--- config.mk ---
export PLATFORM = sky130hd
export DESIGN_NAME = tll_regs
export DESIGN_NICKNAME = d
export VERILOG_FILES = /design/src/verilog/tll_pkg.sv /design/src/verilog/tll_regs.sv
export SDC_FILE = /design/constraint.sdc
export NUM_CORES = 1
export LEC_CHECK = 0
export BUFFER_PORTS_ARGS = -buffer_cell sky130_fd_sc_hd__clkbuf_2
export CAP_MARGIN = 20
export CORE_UTILIZATION = 53
export DETAILED_ROUTE_END_ITERATION = 10
export HOLD_SLACK_MARGIN = 0.06
export PLACE_DENSITY = 0.84
export SYNTH_ARGS = -nofsm -noshare
export SYNTH_HDL_FRONTEND = slang
export SYNTH_SLANG_ARGS = --single-unit
--- constraint.sdc ---
create_clock -name mclk -period 4.5 [get_ports mclk]
set_input_delay 0.9 -clock mclk [delete_from_list [all_inputs] [get_ports mclk]]
set_output_delay 0.9 -clock mclk [all_outputs]
set_load 0.01 [all_outputs]
--- src/verilog/tll_pkg.sv ---
// Package with command codes, field layouts and types for the thermal limit and lock registers.
package tll_pkg;
   // ==========================================
   // Command bytes
   localparam logic [7:0] CMD_RESULT_WHOLE = 8'h01;
   localparam logic [7:0] CMD_CONFIG = 8'h03;
   localparam logic [7:0] CMD_LOW_LIMIT_WHOLE = 8'h08;
   localparam logic [7:0] CMD_SECURITY = 8'h09;
   localparam logic [7:0] CMD_RESULT_FRACTION = 8'h10;
   localparam logic [7:0] CMD_HIGH_LIMIT_FRACTION = 8'h13;
   // ==========================================
   // Field layouts and reset values
   localparam int LOCK_WARM_RESET = 4;
   localparam int LOCK_POWER_DOWN = 3;
   localparam int LOCK_DIODE = 2;
   localparam int LOCK_REMOTE = 1;
   localparam int LOCK_LOCAL = 0;
   localparam int LOCK_BITS = 5;
   localparam int FRAC_BITS = 4;
   localparam int CFG_WARM_RESET = 0;
   localparam int CFG_POWER_DOWN = 6;
   localparam int CFG_FQ_LSB = 4;
   localparam logic [7:0] RESET_ZERO = 8'h00;
   localparam logic [LOCK_BITS-1:0] LOCK_NONE = 5'h00;
   localparam logic [FRAC_BITS-1:0] FRAC_ZERO = 4'h0;
   localparam logic [3:0] FRAC_PAD = 4'h0;
   localparam logic [2:0] RESV_PAD = 3'h0;
   // ==========================================
   // Types
   typedef struct packed {
      logic valid;
      logic write;
      logic word;
      logic [7:0] cmd;
      logic [7:0] data;
   } tll_req_t;
   typedef struct packed {
      logic valid;
      logic [15:0] data;
   } tll_rsp_t;
   typedef struct packed {
      logic diode;
      logic remote;
      logic local_ot;
   } tll_evt_t;
   typedef enum logic [1:0] {
      TLL_IDLE = 2'b00,
      TLL_ANSWER = 2'b01
   } tll_state_t;
endpackage

--- src/verilog/tll_regs.sv ---
// Remote low limit, security lock, result fraction and high limit fraction registers.
// ==========================================
// Overview of operation
// - Remote low limit whole degrees at 08h, two's complement, resets to zero.
// - Any limit register write purges and restarts that limit's fault queue.
// - Warm reset lockout set makes the configuration warm reset bit ignored.
// - Power-down lockout set refuses requests to enter shutdown.
// - Lock bits 2,1,0 lock diode, remote and local over-temperature events.
// - Result fraction in bits 7..4, sixteenths of a degree, low bits zero.
// - Read_Word at 01h returns whole byte then fraction, same conversion.
// - Read_Word only on result whole byte; all else Read_Byte.
// - Result fraction reads zero until the first conversion completes.
// - High limit fraction at 13h in bits 7..4, bits 3..0 read zero.
// - Security register read and written at command 09h.
// - Warm reset bit restores power-up defaults unless locked out.
// - Fault queue depth code 00,01,10,11 gives 1,2,4,6.
`timescale 1ns/100ps
`default_nettype none
module tll_regs (
   input wire logic mclk,
   input wire logic rst,
   input wire tll_pkg::tll_req_t req,
   input wire logic conv_done,
   input wire logic [7:0] conv_whole,
   input wire logic [3:0] conv_fraction,
   input wire tll_pkg::tll_evt_t evt_in,
   output tll_pkg::tll_rsp_t rsp,
   output logic low_limit_purge,
   output logic high_limit_purge,
   output logic warm_reset,
   output logic power_down_select,
   output logic [2:0] fault_queue_depth,
   output tll_pkg::tll_evt_t evt_latched,
   output logic [7:0] remote_low_limit_whole,
   output logic [3:0] remote_high_limit_fraction
);
   // ==========================================
   // State
   tll_pkg::tll_state_t state_r, state_nxt;
   tll_pkg::tll_rsp_t rsp_r, rsp_nxt;
   logic [7:0] low_whole_r, low_whole_nxt;
   logic [tll_pkg::LOCK_BITS-1:0] lock_r, lock_nxt;
   logic [tll_pkg::FRAC_BITS-1:0] res_frac_r, res_frac_nxt;
   logic [7:0] res_whole_r, res_whole_nxt;
   logic [tll_pkg::FRAC_BITS-1:0] high_frac_r, high_frac_nxt;
   logic low_purge_r, low_purge_nxt;
   logic high_purge_r, high_purge_nxt;
   logic warm_r, warm_nxt;
   logic pd_r, pd_nxt;
   logic [2:0] fq_r, fq_nxt;
   tll_pkg::tll_evt_t evt_r, evt_nxt;

   function automatic logic [2:0] fq_decode(input logic [1:0] code);
      case (code)
         2'b00: fq_decode = 3'h1;
         2'b01: fq_decode = 3'h2;
         2'b10: fq_decode = 3'h4;
         default: fq_decode = 3'h6;
      endcase
   endfunction

   function automatic logic is_write(input tll_pkg::tll_req_t r, input logic [7:0] c);
      is_write = r.valid && r.write && !r.word && (r.cmd == c);
   endfunction

   // ==========================================
   // Next state
   always_comb begin
      state_nxt = tll_pkg::TLL_IDLE;
      rsp_nxt = '0;
      low_whole_nxt = low_whole_r;
      lock_nxt = lock_r;
      res_frac_nxt = res_frac_r;
      res_whole_nxt = res_whole_r;
      high_frac_nxt = high_frac_r;
      low_purge_nxt = 1'b0;
      high_purge_nxt = 1'b0;
      warm_nxt = 1'b0;
      pd_nxt = pd_r;
      fq_nxt = fq_r;
      evt_nxt = evt_r;
      // Whole and fraction load together so a word read never mixes conversions.
      if (conv_done) begin
         res_whole_nxt = conv_whole;
         res_frac_nxt = conv_fraction;
      end
      if (is_write(req, tll_pkg::CMD_LOW_LIMIT_WHOLE)) begin
         low_whole_nxt = req.data;
         low_purge_nxt = 1'b1;
      end
      if (is_write(req, tll_pkg::CMD_HIGH_LIMIT_FRACTION)) begin
         high_frac_nxt = req.data[7:4];
         high_purge_nxt = 1'b1;
      end
      if (is_write(req, tll_pkg::CMD_SECURITY)) begin
         // Ones can only be added; a set bit clears only on reset or on a warm reset.
         lock_nxt = lock_r | req.data[tll_pkg::LOCK_BITS-1:0];
      end
      if (is_write(req, tll_pkg::CMD_CONFIG)) begin
         fq_nxt = fq_decode(req.data[tll_pkg::CFG_FQ_LSB +: 2]);
         if (!(req.data[tll_pkg::CFG_POWER_DOWN] && lock_r[tll_pkg::LOCK_POWER_DOWN])) begin
            pd_nxt = req.data[tll_pkg::CFG_POWER_DOWN];
         end
         low_purge_nxt = 1'b1;
         high_purge_nxt = 1'b1;
         if (req.data[tll_pkg::CFG_WARM_RESET] && !lock_r[tll_pkg::LOCK_WARM_RESET]) begin
            warm_nxt = 1'b1;
         end
      end
      // Events are held while their lock bit is set and follow the input otherwise.
      evt_nxt.diode = lock_r[tll_pkg::LOCK_DIODE] ? (evt_r.diode | evt_in.diode)
                                                  : evt_in.diode;
      evt_nxt.remote = lock_r[tll_pkg::LOCK_REMOTE] ? (evt_r.remote | evt_in.remote)
                                                    : evt_in.remote;
      evt_nxt.local_ot = lock_r[tll_pkg::LOCK_LOCAL] ? (evt_r.local_ot | evt_in.local_ot)
                                                     : evt_in.local_ot;
      if (req.valid && !req.write) begin
         state_nxt = tll_pkg::TLL_ANSWER;
         rsp_nxt.valid = 1'b1;
         if (req.word) begin
            // Only the whole result byte answers a word read; others return zero.
            if (req.cmd == tll_pkg::CMD_RESULT_WHOLE) begin
               rsp_nxt.data = {res_whole_r, res_frac_r, tll_pkg::FRAC_PAD};
            end
         end else begin
            case (req.cmd)
               tll_pkg::CMD_RESULT_WHOLE: rsp_nxt.data[7:0] = res_whole_r;
               tll_pkg::CMD_LOW_LIMIT_WHOLE: rsp_nxt.data[7:0] = low_whole_r;
               tll_pkg::CMD_SECURITY: rsp_nxt.data[7:0] = {tll_pkg::RESV_PAD, lock_r};
               tll_pkg::CMD_RESULT_FRACTION:
                  rsp_nxt.data[7:0] = {res_frac_r, tll_pkg::FRAC_PAD};
               tll_pkg::CMD_HIGH_LIMIT_FRACTION:
                  rsp_nxt.data[7:0] = {high_frac_r, tll_pkg::FRAC_PAD};
               default: rsp_nxt.data = '0;
            endcase
         end
      end
      // Warm reset returns this bank to defaults on the following cycle, lock bits included.
      if (warm_r) begin
         low_whole_nxt = tll_pkg::RESET_ZERO;
         high_frac_nxt = tll_pkg::FRAC_ZERO;
         res_frac_nxt = tll_pkg::FRAC_ZERO;
         res_whole_nxt = tll_pkg::RESET_ZERO;
         lock_nxt = tll_pkg::LOCK_NONE;
         pd_nxt = 1'b0;
         fq_nxt = fq_decode(2'b00);
      end
   end

   // ==========================================
   // Registers
   always_ff @(posedge mclk) begin
      if (rst) begin
         state_r <= tll_pkg::TLL_IDLE;
         rsp_r <= '0;
         low_whole_r <= tll_pkg::RESET_ZERO;
         lock_r <= tll_pkg::LOCK_NONE;
         res_frac_r <= tll_pkg::FRAC_ZERO;
         res_whole_r <= tll_pkg::RESET_ZERO;
         high_frac_r <= tll_pkg::FRAC_ZERO;
         low_purge_r <= 1'b0;
         high_purge_r <= 1'b0;
         warm_r <= 1'b0;
         pd_r <= 1'b0;
         fq_r <= 3'h1;
         evt_r <= '0;
      end else begin
         state_r <= state_nxt;
         rsp_r <= rsp_nxt;
         low_whole_r <= low_whole_nxt;
         lock_r <= lock_nxt;
         res_frac_r <= res_frac_nxt;
         res_whole_r <= res_whole_nxt;
         high_frac_r <= high_frac_nxt;
         low_purge_r <= low_purge_nxt;
         high_purge_r <= high_purge_nxt;
         warm_r <= warm_nxt;
         pd_r <= pd_nxt;
         fq_r <= fq_nxt;
         evt_r <= evt_nxt;
      end
   end

   assign rsp = rsp_r;
   assign low_limit_purge = low_purge_r;
   assign high_limit_purge = high_purge_r;
   assign warm_reset = warm_r;
   assign power_down_select = pd_r;
   assign fault_queue_depth = fq_r;
   assign evt_latched = evt_r;
   assign remote_low_limit_whole = low_whole_r;
   assign remote_high_limit_fraction = high_frac_r;
endmodule
`default_nettype wire

# Yosys cells after proc, flatten, opt, wreduce, memory -nomap -nowiden
# Index checks and enable logic that the tools add are counted.
[op_classes]
n_addsub = 0
n_mul = 0
n_div = 0
n_lt_le_gt_ge = 0
n_eq_ne = 8
n_shift = 0
muxes = 13
n_bitwise = 9
reduce_logical = 18
[op_table]
columns = ["op", "n"]
rows = [
  ["$pmux W8 S5", 1],
  ["$mux W16", 2],
  ["$mux W17", 1],
  ["$eq A8 B4 Y1 const B", 2],
  ["$eq A8 B5 Y1 const B", 2],
  ["$logic_and A1 B1 Y1", 9],
  ["$pmux W3 S3", 1],
  ["$eq A8 B1 Y1 const B", 1],
  ["$eq A8 B2 Y1 const B", 1],
  ["$mux W1", 8],
  ["$reduce_or A2 Y1", 3],
  ["$not A1 Y1", 5],
  ["$or A5 B5 Y5", 1],
  ["$reduce_or A4 Y1", 1],
  ["$logic_not A1 Y1", 3],
  ["$or A1 B1 Y1", 3],
  ["$eq A2 B1 Y1 const B", 1],
  ["$eq A2 B2 Y1 const B", 1],
  ["$logic_not A2 Y1", 1],
  ["$reduce_and A2 Y1", 1],
]
[totals]
reg_bits = 56
latchBits = 0
ramBits = 0
romBits = 0
inputBits = 37
mem_count = 0

# Longest topological paths before layout
# Gate-level depths: netlist of the first run.
[logic_depth]
depth_word = 5
ltp_mapped = 7
mapped_depth_nobuf = 5

# Worst setup path before layout of the first run
# Ideal clock, no wire load.
[synth_timing]
path_type = "in2reg"
startpoint = "input port req[13] (netlist bit)"
endpoint = "register rsp_r (netlist bit rsp[10])"
setup_ns = 0.059
arrival_ns = 2.184
slack_ns = 2.257
stages = 6
n_path_buf = 1
path_cell_list = "or4_4 -> nor2_4 -> and3_4 -> and3_1 -> buf_4 -> and2_1"
[synth_between]
elab_chain_cells = 3
[synth_rtl]
columns = ["element", "line", "text"]
rows = [
  ["start: declaration", "tll_regs.sv:22", "input wire tll_pkg::tll_req_t req,"],
  ["$eq A8 B1 Y1", "tll_regs.sv:122", "if (req.cmd == tll_pkg::CMD_RESULT_WHOLE) begin"],
  ["$not A1 Y1 (no source line)", "-", ""],
  ["$reduce_or A4 Y1 (no source line)", "-", ""],
  ["end signal: assignment", "tll_regs.sv:169", "rsp_r <= rsp_nxt;"],
  ["end: declaration", "tll_regs.sv:40", "tll_pkg::tll_rsp_t rsp_r, rsp_nxt;"],
]
# Every way passes these cells.
# A chain may end at the register's enable or synchronous reset.

# Worst setup path in the final report of the first run
[layout_timing]
startpoint = "input port req[13] (netlist bit)"
endpoint = "register low_whole_r[0], in the netlist remote_low_limit_whole[0]"
[layout_between]
elab_chain_cells = 2
[layout_rtl]
columns = ["element", "line", "text"]
rows = [
  ["$eq A8 B4 Y1", "tll_regs.sv:63", "is_write = r.valid && r.write && !r.word && (r.cmd == c);"],
  ["$logic_and A1 B1 Y1", "tll_regs.sv:63", ""],
  ["end signal: assignment", "tll_regs.sv:156", "low_whole_r <= tll_pkg::RESET_ZERO;"],
  ["end signal: assignment", "tll_regs.sv:170", "low_whole_r <= low_whole_nxt;"],
  ["end: declaration", "tll_regs.sv:41", "logic [7:0] low_whole_r, low_whole_nxt;"],
]
# Every way passes these cells.

==> impl_metrics.csv, run 1 <==
group,metric,value,unit
status,outcome,"complete, but fails checks",
status,violations,"DRC",
grt,antenna_found_initial,0,
sta,clock.fmax,433,MHz
clock_network,clockBufferDepth,2,
synthesis,yosysWarnings,0,
synthesis,synthAdderAreaFrac,0,%
floorplanning,boundaryPins,76,
clock_network,cts_tree,"yes",
drt,wirelength,5.08,mm
sta,tightest_slew,0.602,ns
layout,drive_above_1_share,33.6,%
drt,vias,1878,
drt,routed.top_layer,"met4",
worst_setup_path,worst_setup_path_end_kind,"register",
synthesis,ys_types,40,
synthesis,synthCells,219,
worst_setup_path,critPathSlowestCell,"or4_4",
sta,slew_headroom,59.9,%
layout,final_util,67.3,%
floorplanning,die_y,66.3,µm
placed_design,place_ws,1.86,ns
hold_path,hold_path.class,"register to register",
placed_design,dp.final_hpwl,3.79,mm
synthesis,synth_top_family_by_area,"simple AND/OR/NAND/NOR gates",
grt,grt_pass1_vias,1688,
worst_setup_path,cp_cell_sequence,"clkbuf_2, or4_4, and4bb_2, nand2_2, nand2_1, a21oi_1",
synthesis,synthMuxAreaShare,8.74,%
grt,grtUsageTotal,24.7,%
placed_design,gp_congestion,0.799,
drt,drtIter0Drc,80,
synthesis,syn_area_per_cell,10.0,µm²
layout,synthToLayoutAreaGrowth,22.0,%
drt,avgViaCountPerCell,5.54,
drt,route.met3.wl,313,µm
worst_setup_path,critPathLaunchType,"input port",
clock_network,cts_resized,0,
clock_network,cts_sinks,56,
synthesis,synth-compound-area-share,14.3,%
power_and_ir_drop,finalPower,885,µW
drt,met2WireLength,2.46,mm
power_and_ir_drop,peakVddDrop,0.000210,V
layout,nNetsFinal,325,
sta,period_minus_slack,2.31,ns
grt,grt_max_degree,32,
drt,wl_met1,2.24,mm
worst_setup_path,crit_fanout,12,
sta,hold_slack,0.476,ns
power_and_ir_drop,power_leakage,1.21,nW
worst_setup_path,crit_required,4.68,ns
drt,route.detailed.drc,2,
synthesis,synth_seq_cells,56,
clock_network,cts_buffers,5,
clock_network,hold_buffers,0,
sta,rsz0062_at_grt,"no",
synthesis,synth_top_flop_cell,"dfxtp_1",
synthesis,synthSimpleGateAreaFrac,22.9,%
worst_setup_path,r2r_slack,3.31,ns
clock_network,cts_setup_buffers,0,
synthesis,synth_area,0.00219,mm²
layout,num_antenna_cells,0,
grt,grt_pass1_wl,8.05,mm
floorplanning,die_area,0.00440,mm²
floorplanning,rows,23,
drt,drt_pass1_iterations,7,
clock_network,clockRootBuffer,"clkbuf_8",
sta,finalHoldViolations,0,
clock_network,clk_pin_slew,0.09,ns
drt,wl_per_cell,15.0,µm
sta,final-max-slew-violation-count,0,
layout,regArea,0.00112,mm²
floorplanning,die_x,66.3,µm
grt,grt_overflow,0,
worst_setup_path,worstSetupPathType,"input port to register",
power_and_ir_drop,power_density,331,mW/mm²
floorplanning,initial_utilization,55.2,%
sta,setup_viol_count_final,0,
synthesis,synth-xor-area-share,0,%
layout,fillers,321,
sta,finalCritPeriodShare,51.3,%
worst_setup_path,cpPeakStageDelay,0.59,ns
placed_design,portBuffers,75,
synthesis,synth-edff-count,0,
drt,final_antenna_net_count,0,
synthesis,syn_nets,256,
floorplanning,coreArea,0.00397,mm²
sta,setup_ws,2.19,ns
job,maxCapViolCount,0,
synthesis,ys_async_sr_fraction,0,%
sta,fin_tns_setup,0,ns
synthesis,ys_seq_area_share,51.2,%
layout,multi_input_area,0.00101,mm²
worst_setup_path,arrival,2.48,ns
clock_network,htree_levels,2,
clock_network,worst_skew_pair.late_latency,0.31,ns
sta,skew,0.00678,ns
## per-layer routing
| layer | vias up | global-route usage [%] |
|---|---|---|
| met5 | - | 0 |
| li1 | 918 | - |
| met2 | 67 | 40.4 |
| met3 | 6 | 7.41 |
| met1 | 887 | 30.7 |
| met4 | 0 | 8.78 |
## per-stage QoR
step	instances	area, µm²
detailed placement	331	2570
finish	339	2670
global placement	331	2570
global route	339	2670
floorplan	219	2190
CTS	339	2670
## logic make-up after synthesis
logic type      after synthesis
compound gates               43
mux                          19
flops                        56
buf+inv                      13
simple gates                 88
## state kept, by name, indices dropped and copies added (netlist names)
name / count
evt_latched: 3
fault_queue_depth: 3
high_limit_purge: 1
lock_r: 5
low_limit_purge: 1
power_down_select: 1
remote_high_limit_fraction: 4
remote_low_limit_whole: 8
res_frac_r: 4
res_whole_r: 8
rsp: 17
warm_reset: 1
## path summary, 6_finish.rpt
kind,startpoint,end,cells past startpoint
max,req[13],remote_low_limit_whole[0]$_SDFFE_PP0P_,6
min,lock_r[4]$_SDFFE_PP0P_,warm_reset$_SDFF_PP0_,1
max reg2reg,remote_high_limit_fraction[0]$_SDFFE_PP0P_,rsp[4]$_SDFF_PP0_,4
min reg2reg,lock_r[4]$_SDFFE_PP0P_,warm_reset$_SDFF_PP0_,1
## report_power, final
group | leakage, nW | internal [mW] | switching [mW] | total [mW]
Clock | 0.0552 | 0.165 | 0.150 | 0.315
Sequential | 0.454 | 0.503 | 0.00675 | 0.510
Combinational | 0.700 | 0.0255 | 0.0340 | 0.0595
## placed cells by master (no fill, tap or decap), types with 3 or more instances in the layout
master      n
nor2_1     34
a22oi_1     5
a21oi_1    20
and2_1     10
a22o_1      7
nand2b_1    3
nand2_1    10
a222oi_1    3
nand3_1     9
and3_1      3
clkbuf_2   75
o2bb2ai_1   3
mux2i_1    18
clkbuf_8    5
dfxtp_1    56
## Yosys cell counts, types with 2 or more instances
cell type | n | share of area (%)
a22oi_1 | 5 | 1.7
a222oi_1 | 3 | 1.4
and2_1 | 10 | 2.9
dfxtp_1 | 56 | 51
nor2b_1 | 2 | 0.57
o2bb2ai_1 | 3 | 1.2
nor2_1 | 34 | 5.8
and3_1 | 3 | 0.86
mux2i_1 | 18 | 8.2
buf_2 | 2 | 0.46
a21oi_1 | 20 | 4.6
nor3_2 | 2 | 0.91
clkbuf_1 | 8 | 1.4
a22o_1 | 7 | 2.8
nand2b_1 | 3 | 0.86
nand2_1 | 10 | 1.7
nand3_1 | 9 | 2.1
and3b_1 | 2 | 0.80
## worst max-delay path: cells and delay by family
| kind | cells | cell delay, ns |
|---|---|---|
| buf+inv | 1 | 0.09 |
| compound gates | 1 | 0.07 |
| simple gates | 4 | 1.41 |
## cell type report
class	count	share of cell area [%]
Clock buffer	6	2.71
Tap cell	50	2.34
Multi-Input combinational cell	150	37.7
Timing Repair Buffer	75	14.0
Sequential cell	56	41.9
Clock inverter	2	1.31
No activity file was read; power rests on OpenSTA's default activity.
==> inputs of run 2 (changes only) <==
- CORE_UTILIZATION: 53 -> 49
- PLACE_DENSITY: 0.84 -> 0.78
- clock period: 4.5 -> 2.13 ns (I/O delays scaled with it)
==> run 2 against run 1 <==
The flow now finishes without violations. Setup slack worse by 1.8 ns. Design area up 1.4%. Sequential share of layout area fell by 0.58 points. Clock power up 110%. Clock skew fell by 0.0014 ns. Routed wire length fell by 0.47%. Non-clock buffer count is 5 higher. Critical endpoint is now rsp[11]$_SDFF_PP0_.
==> impl_metrics.csv, run 2 (synthesis results as in run 1) <==
group,metric,value,unit
status,outcome,"finished clean",
worst_setup_path,r2r_slack,0.94,ns
grt,grt_overflow,0,
clock_network,clk_pin_slew,0.09,ns
layout,final_cell_mix,"clkbuf_2, dfxtp_1, nor2_1",
drt,drt_pass1_iterations,4,
clock_network,cts_setup_buffers,0,
job,maxCapViolCount,0,
placed_design,portBuffers,75,
worst_setup_path,crit_fanout,11,
clock_network,cts_tree,"yes",
hold_path,hold_path.class,"input port to register",
sta,finalCritPeriodShare,82.8,%
drt,drtIter0Drc,81,
grt,grt_pass1_vias,1585,
placed_design,gp_congestion,0.827,
power_and_ir_drop,peakVddDrop,0.000437,V
power_and_ir_drop,swShare,21.5,%
grt,grt_max_degree,32,
worst_setup_path,cp-endpoint,"rsp[11]$_SDFF_PP0_",
clock_network,clockBufferDepth,2,
sta,rsz0062_at_grt,"no",
power_and_ir_drop,p_comb_share,6.8,%
sta,skew,0.00538,ns
power_and_ir_drop,switching_power,403,µW
clock_network,hold_buffers,0,
floorplanning,die_area,0.00474,mm²
worst_setup_path,rr_worst_depth,4,
power_and_ir_drop,power_density,690,mW/mm²
sta,final-max-slew-violation-count,0,
sta,fin_tns_setup,0,ns
grt,grtUsageTotal,22.2,%
layout,largest_register_ff_count,17,
worst_setup_path,worstSetupPathType,"input port to register",
worst_setup_path,arrival,2.01,ns
layout,layoutNonFillerInstCount,344,
placed_design,dp_cells,336,
drt,wl_per_cell,14.7,µm
drt,avgViaCountPerCell,5.39,
clock_network,htree_levels,2,
grt,antenna_found_initial,0,
sta,setup_viol_count_final,0,
drt,wirelength,5.05,mm
drt,vias,1853,
layout,drive_above_1_share,34.7,%
worst_setup_path,critPathLaunchType,"input port",
floorplanning,coreArea,0.00414,mm²
sta,period_minus_slack,1.76,ns
worst_setup_path,worst_setup_path_end_kind,"register",
clock_network,cts_resized,0,
drt,final_antenna_net_count,0,
clock_network,cts_sinks,56,
placed_design,dp.final_hpwl,3.84,mm
drt,route.detailed.drc,0,
floorplanning,initial_utilization,52.9,%
worst_setup_path,crit_required,2.38,ns
sta,tightest_slew,0.606,ns
clock_network,cts_buffers,5,
floorplanning,die_x,68.9,µm
sta,clock.fmax,567,MHz
power_and_ir_drop,power_frac_clock,35.7,%
layout,fin_area,0.00271,mm²
hold_path,hold_start,"evt_in[2]",
power_and_ir_drop,finalPower,1.87,mW
clock_network,worst_skew_pair.late_latency,0.30,ns
layout,synthToLayoutAreaGrowth,23.8,%
power_and_ir_drop,power_leakage,1.24,nW
worst_setup_path,cp-startpoint,"req[13]",
layout,mostFrequentLayoutCell,"clkbuf_2",
clock_network,clockRootBuffer,"clkbuf_8",
power_and_ir_drop,seq_power_share,57.6,%
worst_setup_path,rr_endpoint,"rsp[4]$_SDFF_PP0_",
grt,grt_pass1_wl,7.57,mm
floorplanning,die_y,68.9,µm
worst_setup_path,rr_startpoint,"remote_high_limit_fraction[0]$_SDFFE_PP0P_",
power_and_ir_drop,p_int,1.47,mW
sta,finalHoldViolations,0,
sta,slew_headroom,59.6,%
layout,nNetsFinal,330,
floorplanning,rows,23,
sta,hold_slack,0.324,ns
placed_design,place_area,0.00260,mm²
layout,num_antenna_cells,0,
floorplanning,boundaryPins,76,
==> run 2: cell types whose count changed in the layout (fill, tap and decap cells not counted), sizes merged <==
cell / previous run / this run
buf: 0 / 5
==> run 2: area by class of cell <==
| cell class | instances | area (µm²) |
|---|---|---|
| tap | 50 | 62.6 |
| sequential | 56 | 1120 |
| timing repair buffer | 80 | 413 |
| clock inverter | 2 | 35.0 |
| multi-input combinational | 150 | 1010 |
| fill | 353 | 1430 |
| clock buffer | 6 | 72.6 |
==> run 2: layer usage <==
| metal | global-route usage [%] | part of all wire, % |
|---|---|---|
| met1 | 29.1 | 46 |
| met2 | 35.3 | 47 |
| met3 | 5.10 | 6.2 |
| met4 | 8.42 | 0.67 |
| met5 | 0 | 0 |
==> run 2: worst min-delay path by stage <==
stage | slack, ns | cells after the start | end
global route | 0.33 | 3 | evt_latched[2]$_SDFF_PP0_
finish | 0.32 | 3 | evt_latched[2]$_SDFF_PP0_
floorplan | 0.42 | 1 | warm_reset$_SDFF_PP0_
detailed placement | 0.45 | 1 | warm_reset$_SDFF_PP0_
CTS | 0.32 | 3 | evt_latched[2]$_SDFF_PP0_
global placement | 0.45 | 1 | warm_reset$_SDFF_PP0_
==> run 2: power by group through the flow <==
stage,Sequential [mW],Combinational (mW),Clock [mW]
3_5_place_dp,1.10,0.126,0
2_1_floorplan,1.10,0.0648,0
4_1_cts,1.08,0.127,0.675
6_report,1.08,0.127,0.667
3_3_place_gp,1.10,0.123,0
5_1_grt,1.08,0.140,0.723
==> run 2: worst max-delay path: stages <==
cell      delay, ns
clkbuf_2       0.10
or4_4          0.59
nor2_4         0.12
and3_4         0.21
and3_1         0.37
and2_1         0.19
==> run 2: metrics by stage <==
step | setup slack, ns | utilization [%]
after CTS | 0.384 | 65.4
after detailed placement | 0.0672 | 62.8
after global placement | 0.122 | 62.8
after global routing | 0.313 | 65.4
final | 0.367 | 65.4
after floorplan | 0.361 | -
==> inputs of run 3 (changes only) <==
- CORE_UTILIZATION: 49 -> 44
- PLACE_DENSITY: 0.78 -> 0.74
- clock period: 2.13 -> 1.5 ns (I/O delays scaled with it)
==> run 3 against run 2 <==
The run now ends with setup timing left. Count of clock-buffer cells in the layout fell by 1. Critical path depth unchanged. Design area grew 9.5%. Clock power is 20% higher. Critical endpoint is now remote_low_limit_whole[1]$_SDFFE_PP0P_. Cell count grew 9.9%. Setup slack lost 0.40 ns. Combinational power grew 71%. Sequential share of layout area fell by 3.6 points. First-iteration DRC count up 70%. Total power is 36% higher.
==> impl_metrics.csv, run 3 (synthesis results as in run 1) <==
group,metric,value,unit
clock_network,hold_buffers,0,
floorplanning,rows,25,
placed_design,dp.final_hpwl,3.88,mm
floorplanning,boundaryPins,76,
drt,final_antenna_net_count,0,
power_and_ir_drop,power_leakage,1.34,nW
status,outcome,"complete, but fails checks",
power_and_ir_drop,finalPower,2.55,mW
power_and_ir_drop,power_frac_clock,31.5,%
placed_design,gp_congestion,0.817,
clock_network,cts_sinks,56,
sta,setup_ws,-0.0347,ns
power_and_ir_drop,p_int,1.94,mW
sta,clock.fmax,652,MHz
layout,nNetsFinal,347,
grt,grt_pass1_vias,1721,
sta,finalCritPeriodShare,102,%
power_and_ir_drop,swShare,23.9,%
drt,route.detailed.drc,0,
grt,use_met3,4.58,%
sta,fin_tns_setup,-0.0672,ns
clock_network,clockRootBuffer,"clkbuf_8",
sta,rsz0062_at_grt,"yes",
power_and_ir_drop,power_density,858,mW/mm²
clock_network,clockBufferDepth,2,
power_and_ir_drop,peakVddDrop,0.000564,V
status,violations,"setup timing",
worst_setup_path,critPathLaunchType,"input port",
worst_setup_path,crit_required,1.73,ns
hold_path,hold_path.class,"input port to register",
drt,avgViaCountPerCell,5.06,
floorplanning,die_x,72.6,µm
grt,grtUsageTotal,20.4,%
floorplanning,die_area,0.00527,mm²
placed_design,portBuffers,75,
drt,drtIter0Drc,138,
clock_network,clk_pin_slew,0.09,ns
layout,final_util,62.4,%
layout,drive_above_1_share,45.7,%
worst_setup_path,worst_path_most_repeated_cell,"buf_6",
sta,skew,0.00620,ns
sta,final-max-slew-violation-count,0,
drt,drt_pass1_iterations,4,
layout,num_antenna_cells,0,
clock_network,worst_skew_pair.late_latency,0.30,ns
layout,mostFrequentLayoutCell,"clkbuf_2",
drt,wl_per_cell,14.1,µm
worst_setup_path,worst-path-buf-inv,2,
layout,largest_register_ff_count,17,
power_and_ir_drop,switching_power,609,µW
floorplanning,die_y,72.6,µm
power_and_ir_drop,p_comb_share,8.5,%
grt,antenna_found_initial,0,
worst_setup_path,worstSetupPathType,"input port to register",
grt,grt_overflow,0,
drt,vias,1914,
grt,met2_usage,32.7,%
sta,tightest_slew,0.691,ns
grt,use_met1,26.9,%
sta,finalHoldViolations,0,
grt,grt_busiest_layer,"met2",
clock_network,cts_buffers,5,
sta,slew_headroom,53.9,%
sta,period_minus_slack,1.53,ns
worst_setup_path,cp_cell_sequence,"buf_6, or4_4, and4bb_4, buf_6, nand3_4, a21oi_2",
worst_setup_path,critPathSlowestCell,"or4_4",
layout,synthToLayoutAreaGrowth,35.5,%
floorplanning,coreArea,0.00475,mm²
worst_setup_path,worst_setup_path_end_kind,"register",
floorplanning,initial_utilization,46.1,%
sta,setup_viol_count_final,3,
grt,grt_max_degree,32,
drt,wirelength,5.33,mm
worst_setup_path,cpPeakStageDelay,0.59,ns
grt,grt_pass1_wl,8.16,mm
layout,final_cell_mix,"clkbuf_2, dfxtp_1, nor2_1",
worst_setup_path,cp_top_family,"simple AND/OR/NAND/NOR gates",
clock_network,htree_levels,2,
job,maxCapViolCount,0,
clock_network,cts_tree,"yes",
power_and_ir_drop,seq_power_share,60.0,%
worst_setup_path,arrival,1.77,ns
worst_setup_path,crit_fanout,5,
run 3: worst register-to-register path: cells and delay by family (launching register included):
kind	cells	cell delay [ns]
flip-flops	1	0.36
AO/OA/AOI/OAI	3	0.43
AND/OR/NAND/NOR	1	0.37
run 3: final cells by class:
type	count	area, µm²
Clock inverter	3	18.8
Multi-Input combinational cell	151	1130
Timing Repair Buffer	96	543
Fill cell	419	1790
Sequential cell	56	1120
Tap cell	67	83.8
Clock buffer	5	68.8
run 3: what timing repair did:
action | CTS | global route
setup buffers | 0 | 0
cloned | 0 | 1
gates resized for setup | 3 | 14
endpoints found under the setup margin | 1 | 18
endpoints found under the hold margin | 0 | 0
pin swaps | 2 | 12
run 3: through the flow:
| step | cell area, µm² | std cells | worst slack, ns | hold WS [ns] |
|---|---|---|---|---|
| 3_3_place_gp | 2790 | 369 | -0.291 | 0.467 |
| 3_5_place_dp | 2790 | 369 | -0.347 | 0.469 |
| 6_report | 2970 | 378 | -0.0347 | 0.204 |
| 2_1_floorplan | 2250 | 219 | -0.138 | 0.397 |
| 4_1_cts | 2890 | 377 | 0.0131 | 0.201 |
| 5_1_grt | 2970 | 378 | -0.0640 | 0.219 |
run 3: metal layers:
layer / share of wire [%] / vias to the layer above / routed length [µm]
li1: - / 963 / -
met1: 46 / 896 / 2460
met2: 48 / 50 / 2580
met3: 4.5 / 5 / 239
met4: 1.0 / 0 / 55
met5: 0 / - / 0
run 3: final timing paths:
path	slack, ns	cells past startpoint	startpoint	endpoint
setup / recovery	-0.03	6	req[13]	remote_low_limit_whole[1]$_SDFFE_PP0P_
hold / removal	0.20	3	evt_in[0]	evt_latched[0]$_SDFF_PP0_
setup reg to reg	0.29	4	res_frac_r[0]$_SDFFE_PP0P_	rsp[4]$_SDFF_PP0_
hold reg to reg	0.49	1	lock_r[4]$_SDFFE_PP0P_	warm_reset$_SDFF_PP0_
run 3: power groups by stage:
stage / combinational, mW / sequential (mW) / clock [mW]
global route: 0.238 / 1.53 / 0.874
CTS: 0.211 / 1.53 / 0.817
floorplan: 0.0933 / 1.56 / 0
global placement: 0.206 / 1.56 / 0
detailed placement: 0.209 / 1.56 / 0
finish: 0.217 / 1.53 / 0.801
